$ cat config.mk
export PLATFORM = sky130hd
export DESIGN_NAME = cipg_gate
export DESIGN_NICKNAME = d
export VERILOG_FILES = /design/src/logic/cipg_pkg.sv /design/src/logic/cipg_cmp_if.sv /design/src/logic/cipg_gate.sv /design/src/logic/cipg_prio_cmp.sv
export SDC_FILE = /design/constraint.sdc
export NUM_CORES = 1
export LEC_CHECK = 0
export ABC_AREA = 1
export BUFFER_PORTS_ARGS = -buffer_cell sky130_fd_sc_hd__clkbuf_2
export CAP_MARGIN = 0
export CELL_PAD_IN_SITES_DETAIL_PLACEMENT = 1
export CELL_PAD_IN_SITES_GLOBAL_PLACEMENT = 2
export CORE_MARGIN = 2
export CORE_UTILIZATION = 32
export CTS_CLUSTER_SIZE = 10
export DETAILED_ROUTE_END_ITERATION = 6
export HOLD_SLACK_MARGIN = 0.02
export PLACE_DENSITY_LB_ADDON = 0.08
export SETUP_SLACK_MARGIN = 0.05
export SKIP_LAST_GASP = 1
export SLEW_MARGIN = 20
export SYNTH_ARGS = -nofsm -noshare
export SYNTH_HDL_FRONTEND = slang
export SYNTH_SLANG_ARGS = --single-unit
$ cat constraint.sdc
create_clock -name I_REF_CLK -period 5.5 [get_ports I_REF_CLK]
set_clock_uncertainty 0.15 [all_clocks]
set_input_delay 0 -clock I_REF_CLK [delete_from_list [all_inputs] [get_ports I_REF_CLK]]
set_output_delay 0 -clock I_REF_CLK [all_outputs]
set_load 0.01 [all_outputs]
$ cat src/logic/cipg_pkg.sv
// How it works
// - no active interrupt: running priority reads idle value 0xff
// - running priority is group priority of active, undropped interrupt
// - all active interrupts dropped: running priority returns to 0xff
// - legacy running priority idle value is implementation defined
// - pending interrupt priority must beat the priority mask
// - group 0 and group 1 binary points set preemption grouping
// - candidate group priority must beat running priority to preempt
// - only an interrupt passing every comparison is signaled
// - message interrupt asserted by write to its assigned address
// - shared messages use distributor address, level or edge behaviour
// - local messages always edge; address in translation unit else redistributor
// - private and software ids are per element; others global
// - local interrupts have no active state; acknowledge makes them inactive
package cipg_pkg;

   localparam int          PRIO_W          = 8;
   localparam int          BP_W            = 3;
   localparam int          ID_W            = 16;
   localparam int          ADDR_W          = 32;

   localparam logic [7:0]  IDLE_PRIO       = 8'hff;
   localparam logic [7:0]  PRIO_ALL_ONES   = 8'hff;
   localparam logic [3:0]  BP_SHIFT_BIAS   = 4'h1;

   // identifier ranges
   localparam logic [15:0] SOFT_ID_LAST    = 16'h000f;
   localparam logic [15:0] PRIV_ID_LAST    = 16'h001f;
   localparam logic [15:0] LOCAL_ID_BASE   = 16'h2000;

   // assigned message addresses
   localparam logic [31:0] SHARED_SET_ADDR = 32'h0000_0040;
   localparam logic [31:0] SHARED_CLR_ADDR = 32'h0000_0048;
   localparam logic [31:0] LOC_TRANS_ADDR  = 32'h0001_0040;
   localparam logic [31:0] LOC_RDIST_ADDR  = 32'h0002_0040;

   typedef enum logic [1:0]
   {
      MSG_NONE   = 2'b00,
      MSG_SHARED = 2'b01,
      MSG_LOCAL  = 2'b10
   } cipg_msg_kind_t;

   // preemption part of a priority for a binary point
   function automatic logic [7:0] group_prio(input logic [7:0] prio, input logic [2:0] bp);
      logic [7:0] msk;
      msk = PRIO_ALL_ONES << ({1'b0, bp} + BP_SHIFT_BIAS);
      return prio & msk;
   endfunction

   function automatic logic is_local_id(input logic [15:0] id);
      return id >= LOCAL_ID_BASE;
   endfunction

   function automatic logic is_per_elem(input logic [15:0] id);
      return id <= PRIV_ID_LAST;
   endfunction

endpackage

$ cat src/logic/cipg_cmp_if.sv
`timescale 1ns/1ps
interface cipg_cmp_if;
   logic [7:0] cand_prio;
   logic       cand_group;
   logic [2:0] bp0;
   logic [2:0] bp1;
   logic [7:0] mask_prio;
   logic [7:0] running;
   logic       sufficient;
   logic [7:0] cand_grp_prio;

   modport requester
   (
      output cand_prio,
      output cand_group,
      output bp0,
      output bp1,
      output mask_prio,
      output running,
      input  sufficient,
      input  cand_grp_prio
   );

   modport checker_side
   (
      input  cand_prio,
      input  cand_group,
      input  bp0,
      input  bp1,
      input  mask_prio,
      input  running,
      output sufficient,
      output cand_grp_prio
   );
endinterface

$ cat src/logic/cipg_gate.sv
`timescale 1ns/1ps
module cipg_gate
#(
   parameter int         ACT_DEPTH       = 4,
   parameter logic [7:0] LEGACY_IDLE     = 8'hff,
   parameter logic       HAS_TRANSLATION = 1'b1
)
(
   // clock and reset
   input  wire logic                         I_REF_CLK,
   input  wire logic                         I_RST,
   // configuration
   input  wire logic [7:0]                   I_PRIORITY_MASK,
   input  wire logic [2:0]                   I_BINARY_POINT_G0,
   input  wire logic [2:0]                   I_BINARY_POINT_G1,
   input  wire logic                         I_LEGACY_MODE,
   input  wire logic                         I_AFFINITY_EN,
   input  wire logic                         I_SYSREG_EN,
   input  wire logic                         I_SHARED_MSG_LEVEL,
   // highest pending candidate
   input  wire logic                         I_PEND_VALID,
   input  wire logic                         I_PEND_ENABLE,
   input  wire logic [cipg_pkg::ID_W-1:0]    I_PEND_ID,
   input  wire logic [7:0]                   I_PEND_PRIO,
   input  wire logic                         I_PEND_GROUP,
   // processing element actions
   input  wire logic                         I_ACK,
   input  wire logic                         I_PRIO_DROP,
   input  wire logic                         I_DEACT,
   input  wire logic [cipg_pkg::ID_W-1:0]    I_DEACT_ID,
   // message writes
   input  wire logic                         I_MSG_WR_VALID,
   input  wire logic [cipg_pkg::ADDR_W-1:0]  I_MSG_WR_ADDR,
   input  wire logic [cipg_pkg::ID_W-1:0]    I_MSG_WR_ID,
   // priority status
   output logic      [7:0]                   O_RUNNING_PRIORITY_REG,
   output logic      [7:0]                   O_LEGACY_RUNNING_PRIORITY_REG,
   output logic                              O_CONFIG_UNPREDICTABLE,
   // signal to processing element
   output logic                              O_SIGNAL_IRQ,
   output logic      [cipg_pkg::ID_W-1:0]    O_SIGNAL_ID,
   output logic      [7:0]                   O_SIGNAL_PRIO,
   output logic                              O_SIGNAL_GROUP,
   output logic                              O_SIGNAL_PER_ELEM,
   // message results
   output logic                              O_MSG_ASSERT,
   output cipg_pkg::cipg_msg_kind_t          O_MSG_KIND,
   output logic      [cipg_pkg::ID_W-1:0]    O_MSG_ID,
   output logic                              O_SHARED_MSG_LEVEL
);

   localparam int IDX_W = (ACT_DEPTH > 1) ? $clog2(ACT_DEPTH) : 1;
   localparam int CNT_W = $clog2(ACT_DEPTH + 1);

   //----------------------------------------
   // active slots
   //----------------------------------------
   logic [ACT_DEPTH-1:0]       slot_valid;
   logic [ACT_DEPTH-1:0]       slot_dropped;
   logic [7:0]                 slot_prio [ACT_DEPTH];
   logic [cipg_pkg::ID_W-1:0]  slot_id   [ACT_DEPTH];

   logic                       live_any;
   logic [CNT_W-1:0]           live_cnt;
   logic [7:0]                 min_live;
   logic [IDX_W-1:0]           drop_idx;
   logic                       free_any;
   logic [IDX_W-1:0]           free_idx;
   logic                       deact_hit;
   logic [IDX_W-1:0]           deact_idx;
   logic [7:0]                 next_running;
   logic                       take_ack;
   logic                       push_active;
   logic [2:0]                 sig_bp;
   logic [7:0]                 sig_grp_prio;
   logic                       qualify;
   logic [cipg_pkg::ADDR_W-1:0] local_addr;

   cipg_cmp_if cmp_bus ();

   cipg_prio_cmp u_cmp
   (
      .cmp (cmp_bus.checker_side)
   );

   assign cmp_bus.cand_prio  = I_PEND_PRIO;
   assign cmp_bus.cand_group = I_PEND_GROUP;
   assign cmp_bus.bp0        = I_BINARY_POINT_G0;
   assign cmp_bus.bp1        = I_BINARY_POINT_G1;
   assign cmp_bus.mask_prio  = I_PRIORITY_MASK;
   assign cmp_bus.running    = O_RUNNING_PRIORITY_REG;

   //----------------------------------------
   // slot scan
   //----------------------------------------
   always_comb
   begin
      live_any  = 1'b0;
      live_cnt  = '0;
      min_live  = cipg_pkg::IDLE_PRIO;
      drop_idx  = '0;
      free_any  = 1'b0;
      free_idx  = '0;
      deact_hit = 1'b0;
      deact_idx = '0;
      for (int i = 0; i < ACT_DEPTH; i++)
      begin
         if (slot_valid[i] && !slot_dropped[i])
         begin
            live_cnt = live_cnt + CNT_W'(1);
            if (!live_any || slot_prio[i] < min_live)
            begin
               min_live = slot_prio[i];
               drop_idx = IDX_W'(i);
            end
            live_any = 1'b1;
         end
         if (!slot_valid[i] && !free_any)
         begin
            free_any = 1'b1;
            free_idx = IDX_W'(i);
         end
         if (slot_valid[i] && slot_id[i] == I_DEACT_ID && !deact_hit)
         begin
            deact_hit = 1'b1;
            deact_idx = IDX_W'(i);
         end
      end
   end

   assign next_running = live_any ? min_live : cipg_pkg::IDLE_PRIO;

   assign take_ack     = I_ACK && O_SIGNAL_IRQ;
   assign sig_bp       = O_SIGNAL_GROUP ? I_BINARY_POINT_G1 : I_BINARY_POINT_G0;
   assign sig_grp_prio = cipg_pkg::group_prio(O_SIGNAL_PRIO, sig_bp);
   // local interrupts never enter a slot
   assign push_active  = take_ack && !cipg_pkg::is_local_id(O_SIGNAL_ID) && free_any;

   always_ff @(posedge I_REF_CLK)
   begin
      if (I_RST)
      begin
         slot_valid   <= '0;
         slot_dropped <= '0;
         for (int i = 0; i < ACT_DEPTH; i++)
         begin
            slot_prio[i] <= cipg_pkg::IDLE_PRIO;
            slot_id[i]   <= '0;
         end
      end
      else
      begin
         for (int i = 0; i < ACT_DEPTH; i++)
         begin
            if (push_active && free_idx == IDX_W'(i))
            begin
               slot_valid[i]   <= 1'b1;
               slot_dropped[i] <= 1'b0;
               slot_prio[i]    <= sig_grp_prio;
               slot_id[i]      <= O_SIGNAL_ID;
            end
            else if (I_DEACT && deact_hit && deact_idx == IDX_W'(i))
            begin
               slot_valid[i]   <= 1'b0;
               slot_dropped[i] <= 1'b0;
            end
            else if (I_PRIO_DROP && live_any && drop_idx == IDX_W'(i))
            begin
               slot_dropped[i] <= 1'b1;
            end
         end
      end
   end

   //----------------------------------------
   // running priority registers
   //----------------------------------------
   always_ff @(posedge I_REF_CLK)
   begin
      if (I_RST)
      begin
         O_RUNNING_PRIORITY_REG        <= cipg_pkg::IDLE_PRIO;
         O_LEGACY_RUNNING_PRIORITY_REG <= LEGACY_IDLE;
      end
      else
      begin
         O_RUNNING_PRIORITY_REG        <= next_running;
         O_LEGACY_RUNNING_PRIORITY_REG <= live_any ? min_live : LEGACY_IDLE;
      end
   end

   always_ff @(posedge I_REF_CLK)
   begin
      if (I_RST)
         O_CONFIG_UNPREDICTABLE <= 1'b0;
      else
         O_CONFIG_UNPREDICTABLE <= I_AFFINITY_EN && !I_SYSREG_EN;
   end

   //----------------------------------------
   // signaling
   //----------------------------------------
   // all comparisons must pass
   assign qualify = I_PEND_VALID && I_PEND_ENABLE && cmp_bus.sufficient && !take_ack;

   always_ff @(posedge I_REF_CLK)
   begin
      if (I_RST)
      begin
         O_SIGNAL_IRQ    <= 1'b0;
         O_SIGNAL_ID     <= '0;
         O_SIGNAL_PRIO   <= cipg_pkg::IDLE_PRIO;
         O_SIGNAL_GROUP  <= 1'b0;
         O_SIGNAL_PER_ELEM <= 1'b0;
      end
      else
      begin
         O_SIGNAL_IRQ    <= qualify;
         O_SIGNAL_ID     <= I_PEND_ID;
         O_SIGNAL_PRIO   <= I_PEND_PRIO;
         O_SIGNAL_GROUP  <= I_PEND_GROUP;
         O_SIGNAL_PER_ELEM <= cipg_pkg::is_per_elem(I_PEND_ID);
      end
   end

   //----------------------------------------
   // message writes
   //----------------------------------------
   // local message address
   assign local_addr = HAS_TRANSLATION ? cipg_pkg::LOC_TRANS_ADDR : cipg_pkg::LOC_RDIST_ADDR;

   always_ff @(posedge I_REF_CLK)
   begin
      if (I_RST)
      begin
         O_MSG_ASSERT       <= 1'b0;
         O_MSG_KIND         <= cipg_pkg::MSG_NONE;
         O_MSG_ID           <= '0;
         O_SHARED_MSG_LEVEL <= 1'b0;
      end
      else
      begin
         O_MSG_ASSERT <= 1'b0;
         O_MSG_KIND   <= cipg_pkg::MSG_NONE;
         if (I_MSG_WR_VALID && I_MSG_WR_ADDR == cipg_pkg::SHARED_SET_ADDR)
         begin
            O_MSG_ASSERT       <= 1'b1;
            O_MSG_KIND         <= cipg_pkg::MSG_SHARED;
            O_MSG_ID           <= I_MSG_WR_ID;
            O_SHARED_MSG_LEVEL <= I_SHARED_MSG_LEVEL;
         end
         else if (I_MSG_WR_VALID && I_MSG_WR_ADDR == cipg_pkg::SHARED_CLR_ADDR)
            O_SHARED_MSG_LEVEL <= 1'b0;
         else if (I_MSG_WR_VALID && I_MSG_WR_ADDR == local_addr
                  && cipg_pkg::is_local_id(I_MSG_WR_ID))
         begin
            O_MSG_ASSERT <= 1'b1;
            O_MSG_KIND   <= cipg_pkg::MSG_LOCAL;
            O_MSG_ID     <= I_MSG_WR_ID;
         end
      end
   end

   //----------------------------------------
   // checks
   //----------------------------------------
   chk_idle_value: assert property (@(posedge I_REF_CLK) disable iff (I_RST)
      !live_any |=> O_RUNNING_PRIORITY_REG == cipg_pkg::IDLE_PRIO)
      else $error("running priority not idle with no live slot");

   chk_run_active: assert property (@(posedge I_REF_CLK) disable iff (I_RST)
      live_any |=> O_RUNNING_PRIORITY_REG == $past(min_live))
      else $error("running priority differs from live group priority");

   chk_drop_count: assert property (@(posedge I_REF_CLK) disable iff (I_RST)
      (I_PRIO_DROP && live_any && !I_DEACT && !push_active)
      |=> live_cnt == $past(live_cnt) - CNT_W'(1))
      else $error("priority drop did not retire one live slot");

   chk_legacy_idle: assert property (@(posedge I_REF_CLK) disable iff (I_RST)
      !live_any |=> O_LEGACY_RUNNING_PRIORITY_REG == LEGACY_IDLE)
      else $error("legacy idle value wrong");

   chk_mask_gate: assert property (@(posedge I_REF_CLK) disable iff (I_RST)
      O_SIGNAL_IRQ |-> O_SIGNAL_PRIO < $past(I_PRIORITY_MASK))
      else $error("signaled interrupt not above priority mask");

   chk_preempt_only: assert property (@(posedge I_REF_CLK) disable iff (I_RST)
      O_SIGNAL_IRQ |-> $past(cmp_bus.cand_grp_prio) < $past(O_RUNNING_PRIORITY_REG))
      else $error("signaled interrupt does not preempt");

   chk_signal_cause: assert property (@(posedge I_REF_CLK) disable iff (I_RST)
      ##1 O_SIGNAL_IRQ == $past(I_PEND_VALID && I_PEND_ENABLE
                                && I_PEND_PRIO < I_PRIORITY_MASK
                                && cipg_pkg::group_prio(I_PEND_PRIO, I_PEND_GROUP ?
                                   I_BINARY_POINT_G1 : I_BINARY_POINT_G0) < O_RUNNING_PRIORITY_REG
                                && !take_ack))
      else $error("signal does not follow sufficiency");

   chk_msg_shared: assert property (@(posedge I_REF_CLK) disable iff (I_RST)
      (I_MSG_WR_VALID && I_MSG_WR_ADDR == cipg_pkg::SHARED_SET_ADDR)
      |=> O_MSG_ASSERT && O_MSG_KIND == cipg_pkg::MSG_SHARED)
      else $error("shared message write not asserted");

   chk_local_noactive: assert property (@(posedge I_REF_CLK) disable iff (I_RST)
      (take_ack && cipg_pkg::is_local_id(O_SIGNAL_ID) && !I_DEACT && !I_PRIO_DROP)
      |=> slot_valid == $past(slot_valid))
      else $error("local interrupt took an active slot");

endmodule

$ cat src/logic/cipg_prio_cmp.sv
`timescale 1ns/1ps
module cipg_prio_cmp
(
   // comparison request and result
   cipg_cmp_if.checker_side cmp
);

   logic [2:0] sel_bp;
   logic       beats_mask;
   logic       beats_running;

   //----------------------------------------
   // sufficiency comparison
   //----------------------------------------
   always_comb
   begin
      sel_bp            = cmp.cand_group ? cmp.bp1 : cmp.bp0;
      cmp.cand_grp_prio = cipg_pkg::group_prio(cmp.cand_prio, sel_bp);
      beats_mask        = cmp.cand_prio < cmp.mask_prio;
      beats_running     = cmp.cand_grp_prio < cmp.running;
      cmp.sufficient    = beats_mask && beats_running;
   end

endmodule

==> results of run 1 <==
==> cells in the final DEF, fill, tap and decap left out, drive strengths merged <==
cell type and n:
a2111oi 1, a211oi 3, a21boi 1, a21oi 37, a22o 1, a311oi 1, a32o 1, and2 1
buf 5, bufinv 1, clkbuf 196, clkinv 6, clkinvlp 2, conb 12, dfxtp 64, dlygate4sd3 66
edfxtp 96, ha 37, inv 161, nand2 173, nand3 49, nand3b 3, nand4 23, nor2 179
nor3 21, nor3b 4, nor4 28, o2111ai 1, o211ai 4, o21ai 42, o21bai 1, o22ai 1
o31ai 1, or2 13, or3 2, or4 3, xnor2 12, xor2 21
==> routing by layer <==
metal | track usage [%] | vias to the layer above
met5 | 0 | -
met4 | 5.18 | 0
met3 | 4.96 | 20
met2 | 33.0 | 166
met1 | 27.2 | 3615
li1 | - | 3789
==> flip-flops by register name (all words and copies together), names as in the netlist, 4 cells and up <==
signal and count:
slot_prio 32, slot_dropped 4, O_LEGACY_RUNNING_PRIORITY_REG 8, slot_valid 4
O_MSG_ID 16, slot_id 64, O_SIGNAL_ID 16, O_SIGNAL_PRIO 8
==> final cells by class <==
cell class	count	area share, %
flip-flops and latches	160	38.3
clock buffers	19	3.98
inverters	157	5.42
well taps	335	3.85
multi-input cells	676	32.7
clock inverters	13	1.20
repair buffers	248	14.6
==> worst max-delay path, delay by kind of cell, from the launching register on <==
kind | cells | cell delay [ns]
fa+ha+maj | 3 | 0.78
simple gates | 17 | 1.87
flops | 1 | 0.30
compound gates | 8 | 1.49
buf+inv | 1 | 0.16
==> metrics by stage <==
stage	hold slack (ns)	worst slack [ns]	std cells	total power [W]
after floorplan	-0.0780	1.01	1021	0.00147
after global placement	0.00714	0.486	1510	0.00160
after detailed placement	0.0136	0.366	1510	0.00160
after CTS	0.0215	0.289	1608	0.00281
after global routing	0.0799	0.0652	1608	0.00289
final	0.0249	0.595	1608	0.00278
==> kinds of logic (layout without fill, tap and decap cells) <==
group,count (synthesis),in the layout,share of synthesized area (%)
simple gates,499,499,26.4
other cells,1,12,0.0446
compound gates,95,95,6.31
flops,160,160,49.5
buf+inv,185,437,8.81
fa+ha+maj,37,37,5.50
xor+xnor,33,33,3.44
==> Yosys cell counts, types with 2 or more instances <==
| master | n | area (µm²) |
|---|---|---|
| sky130_fd_sc_hd__nand3_2 | 2 | 20.0 |
| sky130_fd_sc_hd__xor2_1 | 21 | 184 |
| sky130_fd_sc_hd__clkbuf_1 | 16 | 60.1 |
| sky130_fd_sc_hd__or2_2 | 13 | 81.3 |
| sky130_fd_sc_hd__nand3_1 | 47 | 235 |
| sky130_fd_sc_hd__nor4_1 | 28 | 175 |
| sky130_fd_sc_hd__buf_6 | 2 | 22.5 |
| sky130_fd_sc_hd__nor2_1 | 179 | 672 |
| sky130_fd_sc_hd__nor3_1 | 21 | 105 |
| sky130_fd_sc_hd__nand2_1 | 163 | 612 |
| sky130_fd_sc_hd__dfxtp_1 | 64 | 1280 |
| sky130_fd_sc_hd__inv_1 | 157 | 589 |
| sky130_fd_sc_hd__a211oi_1 | 3 | 22.5 |
| sky130_fd_sc_hd__o211ai_1 | 3 | 22.5 |
| sky130_fd_sc_hd__nand2_4 | 4 | 45.0 |
| sky130_fd_sc_hd__or4_1 | 3 | 22.5 |
| sky130_fd_sc_hd__nand2_2 | 6 | 37.5 |
| sky130_fd_sc_hd__o21ai_0 | 42 | 210 |
| sky130_fd_sc_hd__buf_4 | 8 | 60.1 |
| sky130_fd_sc_hd__xnor2_1 | 12 | 105 |
| sky130_fd_sc_hd__a21oi_1 | 36 | 180 |
| sky130_fd_sc_hd__edfxtp_1 | 96 | 2880 |
| sky130_fd_sc_hd__ha_1 | 37 | 463 |
| sky130_fd_sc_hd__nor3b_1 | 4 | 30.0 |
| sky130_fd_sc_hd__or3_1 | 2 | 12.5 |
| sky130_fd_sc_hd__nand3b_1 | 3 | 22.5 |
| sky130_fd_sc_hd__nand4_1 | 23 | 144 |
==> how the worst min path moves through the flow <==
stage,slack (ns),cells past startpoint,endpoint,start
2_1_floorplan,-0.08,1,O_CONFIG_UNPREDICTABLE$_SDFF_PP0_,I_SYSREG_EN
3_3_place_gp,0.007,2,O_CONFIG_UNPREDICTABLE$_SDFF_PP0_,I_SYSREG_EN
3_5_place_dp,0.01,2,O_CONFIG_UNPREDICTABLE$_SDFF_PP0_,I_SYSREG_EN
4_1_cts,0.02,5,O_MSG_ID[11]$_SDFFE_PP0P_,I_MSG_WR_VALID
5_1_grt,0.08,2,O_SIGNAL_ID[5]$_SDFF_PP0_,I_RST
6_report,0.02,2,O_SIGNAL_ID[3]$_SDFF_PP0_,I_RST
==> where the power goes <==
group / switching (W) / internal [W] / leakage [nW]
Sequential: 0.0000178 / 0.00130 / 1.40
Combinational: 0.000173 / 0.000114 / 3.33
Clock: 0.000545 / 0.000633 / 0.268
Total: 0.000736 / 0.00205 / 4.99
==> what timing repair did <==
| action | in CTS | in global routing |
|---|---|---|
| hold buffers | 66 | 0 |
| gates resized for setup | 0 | 8 |
| setup endpoints to repair | 0 | 12 |
| endpoints found under the hold margin | 56 | 0 |
==> run summary, run 1 <==
Startpoint of the worst-slack reg-to-reg timing path: slot_dropped[0]$_SDFFE_PP0P_. The library cell contributing the largest single delay on the critical path is sky130_fd_sc_hd__dfxtp_1. The min-delay analysis places its worst path in the category input port to flop.

During synthesis, Yosys emitted a total of 0 warnings. In the routed layout, each cell is associated on average with a via count of 4.72. The number of buffers added by the clock tree synthesis step was 17; the number of filler cells placed in the layout was 3157. Across every metal layer, demand over resource in global routing totals 20.3%. The sequential cells in the finished layout cover a total of 0.00416 mm². Power spread over the standard cell area amounts to 256 mW/mm². The initial utilization of the core area, before any placement, comes to 32.5%.

The core region is 0.0259 mm². TritonCTS built the clock tree. The multi-input combinational cells in the finished layout cover a total of 0.00356 mm². Counting flops with a built-in enable in the synthesized netlist gives 96. In this run the critical register-to-register path is captured at O_LEGACY_RUNNING_PRIORITY_REG[0]$_SDFF_PP1_.

Initial antenna violation count: 0. The most numerous cell type found on the critical path is sky130_fd_sc_hd__nand2_2. The count of input and output buffers is 177, and the placed cell area is 0.00964 mm². The final worst-path cycle share is 89.2%, and the total die area is 0.0276 mm². The floorplan has 59 rows.

Maximum resistive drop on vdd: 0.136 mV. Startpoint kind of the worst setup timing path: a flop. The most critical setup path has its startpoint at slot_dropped[0]$_SDFFE_PP0P_.

The largest single stage delay on the critical path is 0.30 ns. The routed design has 27500 µm of wire. The tools report the source-to-sink clock delay at the later pin of the worst-skew pair as 0.44 ns.

The sequential area share after synthesis was 49.5%. For the CTS H-tree depth, the log shows 4. Post-route cell area: 0.0109 mm². The logs give 0 for the final count of hold timing violations and 0.204 GHz for the maximum frequency from static timing analysis. The length of the first detailed-routing pass in iterations was 5; the via count of the first global-routing pass was 7883. Once detail routing completed, the nets flagged for antenna violations numbered 0. Summed over all nets, wire length on met2 after detailed routing comes to 12500 µm.

Entering global routing, the biggest net connects 30 pins. In this run the tightest slew margin relative to its limit is 29.8%. In this run the vertical extent of the chip is 166 µm. CTS sink count: 160. The run gives 42 as the number of distinct library cell variants in the gate-level netlist after synthesis. For the sum of negative setup slack, the log shows 0 ns.

For the met3 wirelength from detailed routing, the log shows 1500 µm. The flow ran to the end, and the final reports show no timing, DRC or antenna violations. The first routing iteration left 348 violations. In the routed design, unresolved DRC markers number 0. The tree is rooted in a sky130_fd_sc_hd__clkbuf_16. In the final routing, the length of wire on met1 measures 13100 µm.

The post-synthesis area per instance is 8.33 µm². Classification of the worst setup path: flop to flop. Setup slack on the worst reg-to-reg path comes out at 0.60 ns. The top routing layer in use is met4. The die extent in x is 166 µm, and the number of instances in the synthesized netlist is 1010. 179 I/O pins were placed. At the worst endpoint, the required time is 5.64 ns. Max-cap violations in this run came to 0. No sink is reached through more buffers than the 2 on the longest clock path. STA classifies the critical path endpoint as a flop. Total via count in the routed design: 7590. At the end of routability-driven placement, the weighted congestion stood at 0.837.

The global-route wire length before repair is 43300 µm. The clock transition time at the flip-flop clock pins of the worst setup and hold paths is 0.07 ns. The post-CTS repair timing setup buffer count was 0. The highest fanout seen on the critical path came out at 16.

Summing every instance area after synthesis gives 0.00841 mm². The number of slew-limit violations in the final report came out at 0. Routed length per placed instance: 17.1 µm. Setup repair after global routing left no endpoint under its margin.

In the final layout, the share of cells above drive strength 1 is 19.0%. Following the worst setup path forward leads to its endpoint at O_LEGACY_RUNNING_PRIORITY_REG[0]$_SDFF_PP1_. The tools report the number of diodes as 0. Cells fill 42.0% of the core in the end.

Counting flops and latches in the post-synthesis netlist gives 160. The number of cells traversed by the worst register-to-register path was 29; the transition time at the pin with the least slew margin was 1.05 ns. Of all flip-flops after synthesis, the portion carrying an async set or reset was 0%. The post-synthesis to final-layout area growth is 29.3%, and the static power due to leakage is 4.99 nW. The net count of the finished layout is 1412. The worst path needs 4.90 ns of the cycle, external delays included. The most used flip-flop cell after synthesis is sky130_fd_sc_hd__edfxtp_1. The logs give 0 for the total setup violations reported at the end of the flow and 0 for the remaining global-route overflow. For the worst setup path, the data arrival time is 5.04 ns. After legalization and detailed placement, the total HPWL measured 21300 µm.
Power figures use the tool's default switching activity.
==> run 2: changes to the inputs <==
RECOVER_POWER = 50   (was not set)
==> run 2 against run 1 <==
  * The flow now finishes with violations (max-capacitance violations, max-slew violations)
  * Power hardly changed
  * Die area stayed put
  * Worst setup slack worse by 0.030 ns
  * First-iteration DRC count is 8.9% lower
  * Worst hold slack improved by 0.0075 ns
  * Combinational power about the same
  * Wire length shrank 0.15%
  * Critical endpoint unchanged
  * Largest cell class unchanged
  * Largest power group unchanged
==> run summary, run 2 (synthesized netlist as in run 1, its figures left out) <==
For the max capacitance violation total, the log shows 1 (+1). The die extent in x came out at 166 µm (unchanged). The number of slew-limit violations in the final report was 24 (+24); the pin count of the biggest net entering global routing was 30 (unchanged). The tools report the startpoint kind of the worst setup timing path as a flop. The logs give 0.0259 mm² (unchanged) for the area of the core and 0 (unchanged) for the number of remaining DRC errors. The overall power of the completed layout came out at 0.00278 W (about the same).

The tools report the total die area as 0.0276 mm² (unchanged). The count of input and output buffers is 177 (unchanged), and the global-route wire length before repair is 43300 µm (unchanged). Required time at the worst-slack endpoint: 5.64 ns (about the same). Classification of the worst setup path: flop to flop.

In the final layout, the registers with the most flip-flops are slot_id x64, slot_prio x32. The tightest hold margin was 0.0325 ns (+0.00755 ns). The number of nets in the finished design was 1412 (unchanged); the flip-flop count of the largest register, all copies and words added was 64 (unchanged). The tools report the initial antenna violation count as 0 (unchanged). The flow ran to the end, but the final reports show violations.

The tools report the via count of the first global-routing pass as 7883 (unchanged). The highest fanout seen on the critical path is 16 (unchanged), and the static power due to leakage is 4.77 nW (-4.4%). The total via count in the routed design is 7596 (+0.079%), and the ratio of routed vias to standard cells is 4.72 (about the same).

The deepest clock path buffer count is 2 (unchanged), and the post-synthesis to final-layout area growth is 28.2%. The length of the first detailed-routing pass in iterations is 5 (unchanged), and the peak per-stage delay on the critical path is 0.30 ns (about the same). The power per cell area is 258 mW/mm² (+0.82%). The number of diodes came out at 0 (unchanged). Wire length reported by the detailed router: 27400 µm (-0.15%).

The detailed placement HPWL was 21300 µm (unchanged). The tools report the final setup slack of the worst path as 0.565 ns (-0.0301 ns). In this run the worst hold path is classified as input port to flop.

Setup repair after global routing left no endpoint under its margin. Sum of negative setup slack: 0 ns (unchanged). Weighted congestion at the end of routability-driven global placement: 0.837 (unchanged). The maximum frequency from static timing analysis came out at 0.203 GHz (-0.61%). The total setup violations reported at the end of the flow was 0 (unchanged). The final reports fail on max-capacitance violations, max-slew violations.

TritonCTS built the clock tree. The transition time at the pin with the least slew margin came out at 1.76 ns (+0.713 ns). The tools report the worst setup slack after placement as 0.366 ns (unchanged). The logs give 317 (-8.9%) for the number of DRC markers after the initial detailed-route iteration and 0 (unchanged) for the remaining global-route overflow. The top cell types in the final layout, fill and taps aside, are sky130_fd_sc_hd__nor2_1 (179), sky130_fd_sc_hd__nand2_1 (162), sky130_fd_sc_hd__inv_1 (156), sky130_fd_sc_hd__clkbuf_2 (109), sky130_fd_sc_hd__edfxtp_1 (96). The sort of element at the end of the critical path was a flop.

The initial standard-cell utilization of the core came out at 32.5% (unchanged). The headroom to the max-slew limit is -17.4% (-47 points), and the CTS H-tree depth is 4 (unchanged). Leaving out fill and tap cells, the most frequent cell in the layout is sky130_fd_sc_hd__nor2_1. The CTS sink count was 160 (unchanged); the maximum resistive drop on vdd was 0.136 mV (about the same). The total I/O pin count is 179 (unchanged), and the final worst-path cycle share is 89.7% (+0.55 points). The die height is 166 µm (unchanged).

For the final count of hold timing violations, the log shows 0 (unchanged). CTS placed an instance of sky130_fd_sc_hd__clkbuf_16 at the clock tree root. The tools report the worst path arrival time as 5.07 ns (+0.03 ns). More flip-flops sit in one register than any other, and that register is slot_id. The clock transition time at the flip-flop clock pins of the worst setup and hold paths is 0.07 ns (about the same).

For the source-to-sink clock delay at the later pin of the worst-skew pair, the log shows 0.44 ns (about the same). The fraction of final layout cells with drive strength greater than 1 was 13.4% (-5.7 points). The run gives 20.3% (unchanged) as the total track usage.

Cell row count: 59 (unchanged). The most prevalent standard cell on the critical path was sky130_fd_sc_hd__nand2_2. The shortest period the worst path allows is 4.93 ns (+0.0301 ns). The slowest stage of the critical path belongs to the cell sky130_fd_sc_hd__dfxtp_1. The routed length per placed instance was 17.0 µm (-0.15%); the final antenna-violating net count was 0 (unchanged).

The number of buffers added by the clock tree synthesis step was 17 (unchanged).
==> run 2: cell types whose count changed in the layout (fill, tap and decap cells not counted) <==
| cell | delta |
|---|---|
| sky130_fd_sc_hd__buf_4 | -3 |
| sky130_fd_sc_hd__clkbuf_1 | +71 |
| sky130_fd_sc_hd__clkbuf_2 | -68 |
| sky130_fd_sc_hd__inv_1 | +1 |
| sky130_fd_sc_hd__inv_2 | -1 |
==> run 2: layer usage <==
metal	vias up	track usage, %	share of wire, %
li1	3786	-	-
met1	3624	27.2	48
met2	166	33.0	46
met3	20	4.96	5.2
met4	0	5.18	1.2
met5	-	0	0
==> run 2: cell type report <==
cell class                      count  area (µm²)
Clock buffer                       19         433
Clock inverter                     13         130
Fill cell                        3173       15100
Inverter                          157         589
Multi-Input combinational cell    676        3560
Sequential cell                   160        4160
Tap cell                          335         419
Timing Repair Buffer              248        1490
==> run 2: worst max-delay path: cells and delay by family (launching register included) <==
family                   cells  cell delay [ns]
buffers and inverters        1             0.16
AO/OA/AOI/OAI                8             1.50
AND/OR/NAND/NOR             17             1.87
flip-flops                   1             0.30
adder cells (fa/ha/maj)      3             0.78
==> run 2: worst paths after layout <==
kind / from / endpoint / slack [ns] / cells past startpoint
min: I_MSG_WR_VALID / O_MSG_ID[11]$_SDFFE_PP0P_ / 0.03 / 5
max reg2reg: slot_dropped[0]$_SDFFE_PP0P_ / O_LEGACY_RUNNING_PRIORITY_REG[0]$_SDFF_PP1_ / 0.57 / 29
max: slot_dropped[0]$_SDFFE_PP0P_ / O_LEGACY_RUNNING_PRIORITY_REG[0]$_SDFF_PP1_ / 0.57 / 29
min reg2reg: slot_dropped[3]$_SDFFE_PP0P_ / slot_dropped[3]$_SDFFE_PP0P_ / 0.30 / 2
==> run 2: per-stage QoR <==
step / cell area (µm²) / utilization, % / cells
6_report: 10800 / 41.6 / 1608
3_5_place_dp: 9640 / 37.2 / 1510
5_1_grt: 10800 / 41.6 / 1608
2_1_floorplan: 8450 / - / 1021
4_1_cts: 10900 / 41.9 / 1608
3_3_place_gp: 9640 / 37.2 / 1510
==> run 2: where the power goes <==
part / leakage (nW) / internal [W] / switching, W
Sequential: 1.40 / 0.00130 / 0.0000176
Combinational: 3.11 / 0.000110 / 0.000173
Clock: 0.268 / 0.000633 / 0.000546
==> run 2: repair_timing <==
| item | 4_1_cts | 5_1_grt |
|---|---|---|
| resized for setup | 0 | 8 |
| hold buffers | 66 | 0 |
| endpoints found under the setup margin | 0 | 12 |
| setup buffers | 0 | 0 |
| hold endpoints to repair | 56 | 0 |
==> run 3: changes to the inputs <==
ABC_AREA = not set   (was 1)
CORE_UTILIZATION = 30   (was 32)
==> run 3 against run 2 <==
  * Critical path depth stayed put
  * Synthesized cell count is 29% lower
  * Flip-flop and latch count stayed put
  * Via count is 16% lower
  * The flow finishes with violations (design-rule violations, max-capacitance violations, max-slew violations, negative setup slack)
  * Die area is 1.4% higher
  * Largest cell class unchanged
  * Sequential power hardly changed
  * Critical endpoint is now O_LEGACY_RUNNING_PRIORITY_REG[4]$_SDFF_PP1_
  * Cell area is 2.4% higher
  * Sequential share of layout area is 0.87 points lower
  * Worst hold slack better by 0.028 ns
  * Cell count is 16% lower
==> run summary, run 3 <==
The tools report the area of the core as 0.0261 mm² (+0.85%). The number of DRC markers after the initial detailed-route iteration came out at 237 (-25%). For the total setup violations reported at the end of the flow, the log shows 12 (+12). The tools report the number of buffers added by the clock tree synthesis step as 17 (unchanged). The number of non-filler instances in the completed layout came out at 1349 (-16%). For this design, the slowest cell found on the critical path is sky130_fd_sc_hd__a221o_2. The library cells used most frequently in the layout, excluding fill and tap cells, are sky130_fd_sc_hd__clkbuf_2 (104), sky130_fd_sc_hd__edfxtp_1 (96), sky130_fd_sc_hd__clkbuf_1 (75), sky130_fd_sc_hd__dfxtp_1 (62), sky130_fd_sc_hd__xnor2_1 (58). The number of flops mapped to enable cells by yosys is 96 (unchanged). The die height is 167 µm (+0.69%), and the deepest clock path buffer count is 2 (unchanged). The peak per-stage delay on the critical path is 0.46 ns (+0.16 ns). By area the synthesized netlist is led by sky130_fd_sc_hd__edfxtp_1 (36%), sky130_fd_sc_hd__dfxtp_1 (16%), sky130_fd_sc_hd__xnor2_1 (6.4%), sky130_fd_sc_hd__ha_1 (5.8%), sky130_fd_sc_hd__and2_1 (4.2%). The flip-flop and latch count after synthesis is 160 (unchanged). The most common cell in the synthesized netlist is sky130_fd_sc_hd__edfxtp_1.

Source-to-sink clock delay at the later pin of the worst-skew pair: 0.44 ns (about the same). Shortest period the worst path allows: 5.68 ns (+0.747 ns). The ratio of routed vias to standard cells came out at 4.73 (about the same).

The tools report the number of remaining DRC errors as 4 (+4). The highest fanout seen on the critical path works out to 8 (-8). The share of the core filled with cells came out at 42.2% (+0.62 points). The register with the most flip-flops in the final layout is slot_id. The share of flip-flops with an asynchronous set or reset after synthesis is 0% (unchanged). The initial antenna violation count came out at 0 (unchanged).

The flow ran to the end, but the final reports show violations. The count of input and output buffers came out at 177 (unchanged). The run gives 7130 (-9.6%) as the via count of the first global-routing pass.

The clock transition time at the flip-flop clock pins of the worst setup and hold paths works out to 0.08 ns (about the same). Clock tree synthesis selected as its root buffer the cell sky130_fd_sc_hd__clkbuf_16. The tools report the number of nets in the finished design as 1153 (-18%).

Weighted congestion at the end of routability-driven global placement: 0.803 (-4.1%). The length of the first detailed-routing pass in iterations was 6 (+1); the number of cells traversed by the worst register-to-register path was 29 (unchanged). For the sequential area share after synthesis, the log shows 52.1% (+2.6 points). The startpoint kind of the worst setup timing path is a flop. The logs give 18.9% (-1.3 points) for the total track usage and 35 (+17%) for the pin count of the biggest net entering global routing.

The power per cell area works out to 256 mW/mm² (-0.69%). The top-area cell type share of the netlist area was 36.0% (+1.8 points); the routed length per placed instance was 19.3 µm (+13%). Placed cell area: 0.00952 mm² (-1.3%).

Die extent in x: 167 µm (+0.69%). The post-route cell area is 0.0110 mm² (+2.4%). In the final layout, the registers with the most flip-flops are slot_id x64, slot_prio x32. The logs give 30.6% (-1.9 points) for the initial standard-cell utilization of the core and 0.00417 mm² (about the same) for the storage element area. The max capacitance violation total was 3 (+2); the transition time at the pin with the least slew margin was 2.13 ns (+0.370 ns). The final setup slack of the worst path was -0.182 ns (-0.747 ns); the number of cells on the worst hold path was 4 (-1).

The headroom to the max-slew limit is -42.1% (-25 points). The overall power of the completed layout came out at 0.00283 W (+1.7%). After synthesis, the most frequently instantiated cells are sky130_fd_sc_hd__edfxtp_1 (96), sky130_fd_sc_hd__dfxtp_1 (64), sky130_fd_sc_hd__nand2_1 (60). The top flip-flop cell by instance count after synthesis was sky130_fd_sc_hd__edfxtp_1. TritonCTS built the clock tree. The worst setup path is captured at a flop. The library cell used most frequently in the layout, excluding fill and tap cells, is sky130_fd_sc_hd__clkbuf_2. The tools report the cell row count as 59 (unchanged).

The number of distinct library cell variants in the gate-level netlist after synthesis is 70 (+67%), and the CTS H-tree depth is 4 (unchanged). The placed cell count is 1243 (-18%), and the remaining global-route overflow is 0 (unchanged). The tools report the number of warnings printed during yosys synthesis as 0 (unchanged). The flip-flop count of the largest register, all copies and words added was 64 (unchanged); the area of combinational cells with multiple inputs was 0.00394 mm² (+11%). The final count of hold timing violations was 0 (unchanged); the wire length reported by the detailed router was 26000 µm (-5.0%). Type of the most critical hold path: input port to flop. Number of instances in the synthesized netlist: 722 (-29%).

Of all cell types, the one taking the most synthesized area is sky130_fd_sc_hd__edfxtp_1. Cell class contributing the biggest share of worst-path delay: compound AO/OA/AOI/OAI gates. The worst path arrival time is 5.83 ns (+0.76 ns). Among the stages of the critical path, the cell type that occurs most often is sky130_fd_sc_hd__buf_6. The tools report the number of filler cells placed in the layout as 2939 (-7.4%). The post-synthesis to final-layout area growth was 38.0%; the number of slew-limit violations in the final report was 87 (+260%).

The run gives 0.205 mV (+50%) as the maximum resistive drop on vdd. The run gives 0.0280 mm² (+1.4%) as the total die area. The number of logic stages on the critical path including buffering came out at 29 (unchanged).

Setup repair after global routing could not meet its margin everywhere. The CTS sink count was 160 (unchanged); the maximum frequency from static timing analysis was 0.176 GHz (-13%). The run gives 4.41 nW (-7.6%) as the static power due to leakage.

Total via count in the routed design: 6376 (-16%). The fraction of final layout cells with drive strength greater than 1 works out to 26.3% (+13 points). For the total I/O pin count, the log shows 179 (unchanged).

The post-synthesis area per instance was 11.1 µm² (+33%). The detailed placement HPWL was 19200 µm (-9.6%). The number of diodes was 0 (unchanged). The critical path buffer and inverter count is 7 (+6).

Final antenna-violating net count: 0 (unchanged). The final worst-path cycle share is 103% (+14 points), and the global-route wire length before repair is 40400 µm (-6.6%). The critical path in this run is classified as flop to flop. The required time at the worst-slack endpoint was 5.65 ns (about the same). The final reports fail on design-rule violations, max-capacitance violations, max-slew violations, negative setup slack. Cell area after synthesis: 0.00800 mm² (-4.9%).
-- run 3: cell types whose count changed after synthesis, moves of 13 or more --
| cell | change |
|---|---|
| sky130_fd_sc_hd__a21o_1 | +13 |
| sky130_fd_sc_hd__mux2i_1 | +22 |
| sky130_fd_sc_hd__nand2_1 | -103 |
| sky130_fd_sc_hd__nand3_1 | -31 |
| sky130_fd_sc_hd__inv_1 | -122 |
| sky130_fd_sc_hd__o21ai_0 | -36 |
| sky130_fd_sc_hd__and2_1 | +53 |
| sky130_fd_sc_hd__nor2_1 | -144 |
| sky130_fd_sc_hd__nor2b_1 | +25 |
| sky130_fd_sc_hd__xnor2_1 | +46 |
| sky130_fd_sc_hd__a21oi_1 | -26 |
-- run 3: cell families (layout without fill, tap and decap cells) --
family,Yosys count,after routing,synth area share (%)
adders and majority gates,38,38,5.93
xor gates and xnor gates,67,67,7.34
muxes,30,30,4.19
buffers and inverters,68,349,3.60
and+or+nand+nor,275,275,18.8
other,1,12,0.0469
DFF,160,160,52.1
AOI/OAI and AO/OA,83,83,8.06
-- run 3: per-stage QoR --
step | setup TNS [ns] | hold slack, ns | setup WS, ns
final | -1.68 | 0.0601 | -0.182
after global routing | -4.43 | 0.0756 | -0.404
after CTS | -2.62 | 0.0389 | -0.272
after detailed placement | -6.00 | 0.0236 | -0.589
after global placement | -1.66 | 0.0152 | -0.169
after floorplan | 0 | -0.0784 | 0.0758
-- run 3: timing repair --
action	CTS	global route
pin swaps	19	32
hold endpoints to repair	56	0
buffers inserted	7	13
hold buffers	55	0
setup endpoints to repair	12	12
resized for setup	26	40
gates cloned	0	0
-- run 3: metal layers --
layer  share of wire [%]  global-route usage, %  routed length [µm]
met1                  44                   23.5               11500
met2                  50                   33.6               12900
met3                 4.6                   3.71                1200
met4                 1.4                   5.10                 369
met5                   0                      0                   0
-- run 3: path summary, 6_finish.rpt --
path                                     start                                     endpoint  slack (ns)
setup reg to reg  slot_dropped[0]$_SDFFE_PP0P_  O_LEGACY_RUNNING_PRIORITY_REG[4]$_SDFF_PP1_       -0.18
setup / recovery  slot_dropped[0]$_SDFFE_PP0P_  O_LEGACY_RUNNING_PRIORITY_REG[4]$_SDFF_PP1_       -0.18
hold / removal            I_BINARY_POINT_G0[2]                slot_prio[3][4]$_SDFFCE_PN1P_        0.06
hold reg to reg   slot_dropped[2]$_SDFFE_PP0P_                 slot_dropped[2]$_SDFFE_PP0P_        0.30
-- run 3: power by group --
part | total, W | switching (W) | internal, W | leakage, nW
combinational | 0.000269 | 0.000145 | 0.000124 | 2.68
clock | 0.00123 | 0.000585 | 0.000640 | 0.301
sequential | 0.00133 | 0.0000259 | 0.00131 | 1.43
-- run 3: cell type report --
class	count	share of cell area (%)
Sequential cell	160	37.8
Multi-Input combinational cell	505	35.7
Timing Repair Buffer	282	16.0
Clock buffer	18	4.08
Tap cell	335	3.80
Clock inverter	14	1.43
Inverter	35	1.19
-- run 3: worst min-delay path, stage by stage --
cell	delay, ns
sky130_fd_sc_hd__clkbuf_2	0.09
sky130_fd_sc_hd__mux2i_1	0.13
sky130_fd_sc_hd__nand2_1	0.19
sky130_fd_sc_hd__nand2_1	0.07
